`config.mk`:
```
export PLATFORM = sky130hd
export DESIGN_NAME = olst_debounce
export DESIGN_NICKNAME = d
export VERILOG_FILES = /design/src/olst_pkg.sv /design/src/olst_service_test.sv
export SDC_FILE = /design/constraint.sdc
export NUM_CORES = 1
export LEC_CHECK = 0
export ABC_CLOCK_PERIOD_IN_PS = 2100
export BUFFER_PORTS_ARGS = -buffer_cell sky130_fd_sc_hd__buf_2
export CAP_MARGIN = 20
export CORE_MARGIN = 2
export CORE_UTILIZATION = 50
export CTS_CLUSTER_SIZE = 28
export DETAILED_ROUTE_END_ITERATION = 8
export GPL_TIMING_DRIVEN = 0
export PLACE_DENSITY = 0.67
export RECOVER_POWER = 100
export SYNTH_ARGS = -nofsm -noshare
export SYNTH_HDL_FRONTEND = slang
export SYNTH_SLANG_ARGS = --single-unit
```
`constraint.sdc`:
```
create_clock -name sys_clk -period 2.1 [get_ports sys_clk]
set_input_delay 0.105 -clock sys_clk [delete_from_list [all_inputs] [get_ports sys_clk]]
set_output_delay 0.105 -clock sys_clk [all_outputs]
set_load 0.02 [all_outputs]
```
`src/olst_pkg.sv`:
```
package olst_pkg;

    // Line indices, bit position in the output vector
    localparam int          OLST_NUM_LINES  = 10;
    localparam logic [3:0]  OLST_LINE_A1    = 4'h0;
    localparam logic [3:0]  OLST_LINE_A2    = 4'h1;
    localparam logic [3:0]  OLST_LINE_A4    = 4'h2;
    localparam logic [3:0]  OLST_LINE_B1    = 4'h3;
    localparam logic [3:0]  OLST_LINE_B2    = 4'h4;
    localparam logic [3:0]  OLST_LINE_B4    = 4'h5;
    localparam logic [3:0]  OLST_LINE_C1    = 4'h6;
    localparam logic [3:0]  OLST_LINE_C2    = 4'h7;
    localparam logic [3:0]  OLST_LINE_C4    = 4'h8;
    localparam logic [3:0]  OLST_LINE_D4    = 4'h9;
    localparam logic [3:0]  OLST_LINE_ALL   = 4'hA;
    localparam logic [3:0]  OLST_SEL_LAST   = 4'hA;

    // Timing
    localparam int          OLST_CLK_HZ     = 25000000;
    localparam int          OLST_DEBOUNCE_US = 10;
    localparam int          OLST_DEBOUNCE_CYC = OLST_CLK_HZ / 1000000 * OLST_DEBOUNCE_US;
    localparam int          OLST_SETTLE_US  = 2;
    localparam int          OLST_SETTLE_CYC = (OLST_CLK_HZ / 1000000) * OLST_SETTLE_US;
    localparam logic [1:0]  OLST_ALERT_EXITS = 2'h3;

    // Reset values
    localparam logic [9:0]  OLST_LINES_RST  = 10'h000;

    // Menu indicator codes on the display port
    typedef enum logic [2:0]
    {
        OLST_MENU_NONE     = 3'b000,
        OLST_MENU_OPTION   = 3'b001,
        OLST_MENU_SERVICE  = 3'b010
    } olst_menu_t;

    typedef enum logic [2:0]
    {
        OLST_ITEM_NONE     = 3'b000,
        OLST_ITEM_OTHER    = 3'b001,
        OLST_ITEM_TOGGLE   = 3'b010,
        OLST_ITEM_LOOPBACK = 3'b011
    } olst_item_t;

    typedef enum logic [1:0]
    {
        OLST_RES_NONE = 2'b00,
        OLST_RES_PASS = 2'b01,
        OLST_RES_FAIL = 2'b10
    } olst_result_t;

    typedef enum logic [3:0]
    {
        OLST_ST_NORMAL   = 4'b0000,
        OLST_ST_OPTION   = 4'b0001,
        OLST_ST_SERVICE  = 4'b0010,
        OLST_ST_BROWSE   = 4'b0011,
        OLST_ST_TOGGLE   = 4'b0100,
        OLST_ST_LOOP     = 4'b0101,
        OLST_ST_CHK0     = 4'b0110,
        OLST_ST_CHK1     = 4'b0111,
        OLST_ST_CHKZ     = 4'b1000
    } olst_state_t;

    // Operator controls, raw
    typedef struct packed
    {
        logic ack_button;
        logic alert_button;
        logic entry_button;
        logic set_cw;
        logic set_ccw;
    } olst_ctrl_t;

    // Display contents
    typedef struct packed
    {
        olst_menu_t   menu;
        olst_item_t   item;
        logic [3:0]   line;
        logic         line_valid;
        logic         state_digit;
        logic         state_valid;
        olst_result_t result;
    } olst_disp_t;

endpackage : olst_pkg

```
`src/olst_service_test.sv`:
```
// Overview of operation
// ACK held plus alert and entry: option menu
// One CCW detent in option: service menu
// Entry then rotate steps to toggle item
// Toggle entry selects D4, drives 1, displays
// Each ACK inverts selected line and digit
// Rotate picks line; all-lines toggles every line
// External side grounds strobe enable during toggling
// Three alert presses return to normal
// CW detent from toggle item shows loopback
// Loopback entry selects D4, displays name
// ACK runs drive0, drive1, strobe-off checks
// Pass if all three succeed, else fail
// Aux lines drive strobe and read back
// Rotate selects line; tester moves readback jumper
// Logic 1 low impedance, 0 high impedance
// Ten lines A1 through D4
// Every press and detent debounced, acted once
`timescale 1ns/10ps
`default_nettype none

module olst_debounce
    import olst_pkg::*;
#(
    parameter int DEBOUNCE_CYC = OLST_DEBOUNCE_CYC
)
(
    input  wire logic sys_clk,
    input  wire logic rst_n,
    input  wire logic clk_en,
    input  wire logic raw,
    output logic      press
);
    logic [15:0] cnt_r;
    logic        stable_r;

    // Level must hold for the whole window before it counts
    always_ff @(posedge sys_clk or negedge rst_n)
    begin
        if (!rst_n)
        begin
            cnt_r    <= 16'h0000;
            stable_r <= 1'b0;
            press    <= 1'b0;
        end
        else if (clk_en)
        begin
            press <= 1'b0;
            if (raw == stable_r)
                cnt_r <= 16'h0000;
            else if (cnt_r >= 16'(DEBOUNCE_CYC - 1))
            begin
                cnt_r    <= 16'h0000;
                stable_r <= raw;
                press    <= raw;
            end
            else
                cnt_r <= cnt_r + 16'h0001;
        end
    end
endmodule : olst_debounce

`default_nettype wire

```
Word level (Yosys, flattened, before mapping)
Cells that the tools add are included.

Input bits: 4. Word-level logic and storage cells: 12. Output and inout bits: 1. Register bits after elaboration: 18.

Bitwise gates (word level): 1. $lt $le $gt $ge: 1. Multiplexer cells: 4. Reductions and logical operators: 1. Eq/ne operators: 1. $add $sub $neg: 1.

Operators with widths (number): 2-to-1 mux 16 bit (2); adder 16 x 1 -> 16 bit (second input constant) (1); greater-or-equal comparator 16 x 8 -> 1 bit (second input constant) (1); AND reduction 3 bit (1); 2-to-1 mux 1 bit (2); == test 1 bit (1); NOT 1 bit (1).

Logic depth before layout (Yosys ltp)
Gate-level depths: netlist of run 1.

Word-level depth: 3. Mapped depth: 7. Mapped depth without buffers: 6.

Worst setup path before layout of run 1
OpenSTA, ideal clock, no wires.

Path type: reg-to-reg. Start point: reg cnt_r[0]. End point: reg stable_r. Data required time: 1.975 ns. Stages on the path, launching flop included: 8. Buffers on the path: 1. Library setup time: 0.125 ns. Arrival: 1.531 ns. Clock period less this slack: 1.656 ns. Setup slack: 0.444 ns. Cells stage by stage: dfrtp_1 inv_1 ha_1 nor3b_1 o311ai_2 buf_6 nand2_2 mux2_4.

Longest elaborated chain between the ends: 2.

RTL lines: start, declared (line olst_service_test.sv:34) `logic [15:0] cnt_r;`; start signal, assigned (line olst_service_test.sv:58) `cnt_r <= cnt_r + 16'h0001;`; greater-or-equal comparator 16 x 8 -> 1 bit (line olst_service_test.sv:51) `else if (cnt_r >= 16'(DEBOUNCE_CYC - 1))`; AND reduction 3 bit (no line); end signal, assigned (line olst_service_test.sv:54) `stable_r <= raw;`; end, declared (line olst_service_test.sv:35) `logic stable_r;`.

Every way passes these cells. A chain may end at the register's enable or synchronous reset.

Worst setup path in the final report of run 1
Start point: reg cnt_r[0]. End point: reg cnt_r[11].

Longest elaborated chain between the ends: 3. Elaborated cells between the ends (all ways): 4. Those cells by class: add/sub (1); order compare (1); mux (2).

RTL lines: adder 16 x 1 -> 16 bit or greater-or-equal comparator 16 x 8 -> 1 bit (tied branches) (line olst_service_test.sv:58, olst_service_test.sv:51); 2-to-1 mux 16 bit (*) (line olst_service_test.sv:51); 2-to-1 mux 16 bit (*) (line olst_service_test.sv:49) `if (raw == stable_r)`.

Mark *: on every way between the ends. The rest lies on a longest branch, timed or not.

==> impl_metrics.ini, run 1 <==
[routing]
routed_via_density = 5.62
drt_pass1_iterations = 3
vias = 573
dr.first_iter.drc_count = 10
routed_wl_mm = 1.45
drcViolationCount = 0
final_antenna_net_count = 0
wire_per_inst_um = 14.2

[logic_synthesis]
synth.area.top_cells = dfrtp_1 (51%), ha_1 (4.2%), nor2b_1 (4.2%), nor4_2 (4.2%), o31ai_1 (2.5%)
synth-compound-area-share = 0.140
synthFlopType = dfrtp_1
yosysMostFrequentCell = dfrtp_1
yosysWarnings = 0
synthXorXnorAreaFrac = 0.00992
synth_seq_cells = 18
synth.avg_cell_area_um2 = 11.6
synthMuxAreaShare = 0.0411
synth-edff-count = 0
yosysTopAreaCell = dfrtp_1
syn_nets = 83
synth.top_cell.area_share = 0.510
synthSimpleGateAreaFrac = 0.204
synth_top_family_by_area = simple AND/OR/NAND/NOR gates
synth_common_cells = dfrtp_1 (18), nor2b_1 (6), inv_1 (5)
netlist_instances = 76
async_flop_share = 1.00
ys_types = 33
syn-cell-area_um2 = 883
yosysSeqAreaShare = 0.510
synth_adder_area_share = 0.0425

[outcome]
outcome = completed

[timing]
rsz0062_at_grt = false
worstMarginPinSlew_ps = 951
fin_ws_ps = 285
fmax_mhz = 551
hold_viol = 0
fin_skew_ps = 4.65
post-route-period-util = 0.864
setup_tns_ps = 0
period_needed_ps = 1810
whs_ps = 63.9
setup_viol = 0
relSlewSlack = 0.366
maxSlewViolCount = 0

[placement]
place_hpwl_mm = 1.01
gp_congestion = 0.722
dp.cells = 97
pre_cts_slack_ps = 329
io_buffers = 4
placed_cell_area_um2 = 925

[clock_network]
clockRootBuffer = clkbuf_4
clkLatencyLatePin_ps = 290
clockBufferDepth = 2
cts_resized = 0
cts_setup_buffers = 0
numCtsBuffers = 3
tritoncts = built
clk_pin_slew_ps = 100
htree_levels = 1
clock_sinks = 18

[global_routing]
globalRouteOverflowTotal = 0
grt_max_degree = 19
first_global_vias = 570
gr-usage-all-layers = 0.174
antenna_found_initial = 0
grt_pass1_wl_mm = 2.54

[worst_setup_path]
critical_path_peak_fanout = 7
cpMaxStageDelayCell = dfrtp_1
setup.worst_path.start = cnt_r[0]
r2r-start = cnt_r[0]
worstPathArrival_ps = 1970
cp-end-kind = flop
crit_family = compound AO/OA/AOI/OAI gates
critPathRequiredTime_ps = 2260
path_buf_inv = 2
critPathLaunchType = flop
path_class = reg -> reg
slowest_delay_ps = 400
ff2ff_path_depth = 7
crit_cells = 7
cp_cell_sequence = inv_1 -> ha_1 -> nor3b_1 -> o311ai_2 -> or2_1 -> clkbuf_1 -> a21boi_0

[final_layout]
fillers = 147
drive_above_1_share = 0.165
antenna_cells = 0
final_area_um2 = 960
nets = 93
syn_to_final_growth_pct = 8.64
utilization = 0.568
fin_cells = 102

[power]
peakVddDrop_mv = 0.458
power.density_nw_per_um2 = 653
p_leak_nw = 0.438
totalPowerFinal_mw = 0.627

[run]
drv_cap = 0

[hold_path]
min_from = raw
min_delay_path_depth = 2
hold_path_class = in -> reg

[die]
die_w_um = 46.0
rows = 15
die_y_um = 46.0
coreArea_um2 = 1690
start_util = 0.523
dieArea_um2 = 2120
ios = 5
layout by cell type, fill, tap and decap left out, drive strengths merged:
master        n
nand4b        1
a2bb2oi       1
o31ai         3
clkbuf        9
nand2b        2
mux2          2
nor3          2
nor4          4
o22ai         1
nand2         4
nor2b         6
o311ai        3
and3          2
nor2          1
o21ai         1
o2bb2ai       2
nand3         3
or2           1
ha            3
dfrtp        18
nor3b         1
a21boi        2
buf           3
dlygate4sd3   1
xor2          1
inv           5
mux2i         1
o21a          2
power breakdown:
part	internal [mW]	switching [mW]	leakage [nW]
Combinational	0.0204	0.0334	0.168
Clock	0.106	0.104	0.0210
Sequential	0.355	0.00881	0.249
Total	0.481	0.146	0.438
routing by layer:
metal  routed length, um  GRT usage  up-vias
met5                   0          0        -
met4                   8     0.0343        0
met3                  54     0.0714        2
met2                 677      0.272        7
met1                 712      0.225      275
li1                    -          -      289
final cells by class:
type | instances | area [um^2] | share of cell area
Sequential cell | 18 | 450 | 0.469
Multi-Input combinational cell | 49 | 383 | 0.399
Clock buffer | 4 | 36.3 | 0.0378
Timing Repair Buffer | 5 | 27.5 | 0.0287
Buffer | 4 | 22.5 | 0.0235
Tap cell | 17 | 21.3 | 0.0222
Inverter | 5 | 18.8 | 0.0196
what timing repair did:
action	4_1_cts	5_1_grt
hold buffers	1	0
endpoints found under the hold margin	18	0
setup endpoints to repair	0	0
path summary, 6_finish.rpt:
check | to | slack (ps)
setup / recovery | cnt_r[11] | 290
hold reg to reg | press | 530
min in group asynchronous | cnt_r[1] | 460
setup reg to reg | cnt_r[11] | 290
hold / removal | stable_r | 60
max in group asynchronous | cnt_r[7] | 1060
kinds of logic after synthesis:
| kind of cell | after synthesis |
|---|---|
| muxes | 3 |
| AOI/OAI and AO/OA | 15 |
| DFF | 18 |
| buffers and inverters | 9 |
| xor gates and xnor gates | 1 |
| adders and majority gates | 3 |
| and+or+nand+nor | 27 |
registers in the layout, indices dropped and copies added (netlist names):
signal and flops:
stable_r 1, press 1, cnt_r 16
No activity file was read; power rests on OpenSTA's default activity.
==> run 2, diff against run 1 <==
CAP_MARGIN = default   (was 20)
CORE_MARGIN = 1.5   (was 2)
==> impl_metrics.ini, run 2 (synthesized netlist as in run 1, its figures left out) <==
[die]
start_util = 0.523
rows = 15
coreArea_um2 = 1690
dieArea_um2 = 2030
ios = 5
die_w_um = 45.0
die_y_um = 45.0

[final_layout]
antenna_cells = 0
drive_above_1_share = 0.155
utilization = 0.560
final_common_cell = dfrtp_1
registers.top_by_ff_count = cnt_r
layout_common_cells = dfrtp_1 (18), nor2b_1 (6), inv_1 (5), clkbuf_1 (5)
largest_reg_flops = 16
top_regs = cnt_r x16, press x1, stable_r x1
syn_to_final_growth_pct = 7.08
nets = 93

[global_routing]
grt_pass1_wl_mm = 2.53
grt_max_degree = 19
globalRouteOverflowTotal = 0
first_global_vias = 596
gr-usage-all-layers = 0.175
antenna_found_initial = 0

[clock_network]
numCtsBuffers = 3
clkLatencyLatePin_ps = 290
clock_sinks = 18
clk_pin_slew_ps = 90
htree_levels = 1
tritoncts = built
cts_setup_buffers = 0
clockRootBuffer = clkbuf_4
clockBufferDepth = 2

[timing]
fin_ws_ps = 291
period_needed_ps = 1810
post-route-period-util = 0.861
worstMarginPinSlew_ps = 966
whs_ps = 70.4
setup_tns_ps = 0
fin_skew_ps = 5.65
maxSlewViolCount = 0
relSlewSlack = 0.356
hold_viol = 0
fmax_mhz = 553
setup_viol = 0
rsz0062_at_grt = false

[placement]
gp_congestion = 0.718
pre_cts_slack_ps = 324
io_buffers = 4
place_hpwl_mm = 1.02

[worst_setup_path]
slowest_delay_ps = 420
path_buf_inv = 2
critical_path_peak_fanout = 10
crit_family = compound AO/OA/AOI/OAI gates
cp-end-kind = flop
worstPathArrival_ps = 2040
cp_cell_sequence = inv_1 -> ha_1 -> nor3b_1 -> o311ai_2 -> buf_6 -> o311ai_0 -> o21a_1
critPathLaunchType = flop
critPathRequiredTime_ps = 2330
cpMaxStageDelayCell = dfrtp_1
path_class = reg -> reg

[routing]
routed_wl_mm = 1.41
drt_pass1_iterations = 2
wire_per_inst_um = 14.0
vias = 570
dr.first_iter.drc_count = 5
drcViolationCount = 0
routed_via_density = 5.64
final_antenna_net_count = 0

[outcome]
outcome = completed

[power]
totalPowerFinal_mw = 0.578
peakVddDrop_mv = 0.458
power.density_nw_per_um2 = 612
p_leak_nw = 0.431

[hold_path]
hold_path_class = in -> reg

[run]
drv_cap = 0
-- run 2: cell type report --
cell class                      count  area [um^2]
Tap cell                           17         21.3
Sequential cell                    18          450
Clock buffer                        3         22.5
Fill cell                         149          743
Buffer                              4         22.5
Timing Repair Buffer                5         27.5
Inverter                            5         18.8
Multi-Input combinational cell     49          383
-- run 2: routing by layer --
metal,track usage,vias to the layer above,wire [um]
met5,0,-,0
li1,-,290,-
met4,0.0529,0,0
met2,0.297,5,688
met1,0.208,275,672
met3,0.0600,0,49
-- run 2: worst paths after layout --
path                           from   endpoint  slack [ps]  cells past startpoint
max                        cnt_r[0]   cnt_r[5]         290                      7
min                             raw   stable_r          70                      2
max reg2reg                cnt_r[0]   cnt_r[5]         290                      7
min reg2reg                   press      press         530                      2
max in group asynchronous     rst_n  cnt_r[10]        1030                      2
min in group asynchronous     rst_n      press         480                      2
-- run 2: power breakdown --
part / leakage [nW] / switching (mW) / internal (mW)
combinational: 0.168 / 0.0334 / 0.0204
clock: 0.0138 / 0.0948 / 0.0667
sequential: 0.249 / 0.00840 / 0.355
-- run 2: repair_timing --
item | CTS | global route
hold buffers | 1 | 0
hold endpoints to repair | 18 | 0
gates resized for setup | 0 | 0
endpoints found under the setup margin | 0 | 0
-- run 2: per-stage QoR --
step / instance area (um^2) / cells
global route: 946 / 101
floorplan: 883 / 76
global placement: 925 / 97
finish: 946 / 101
detailed placement: 925 / 97
CTS: 957 / 101
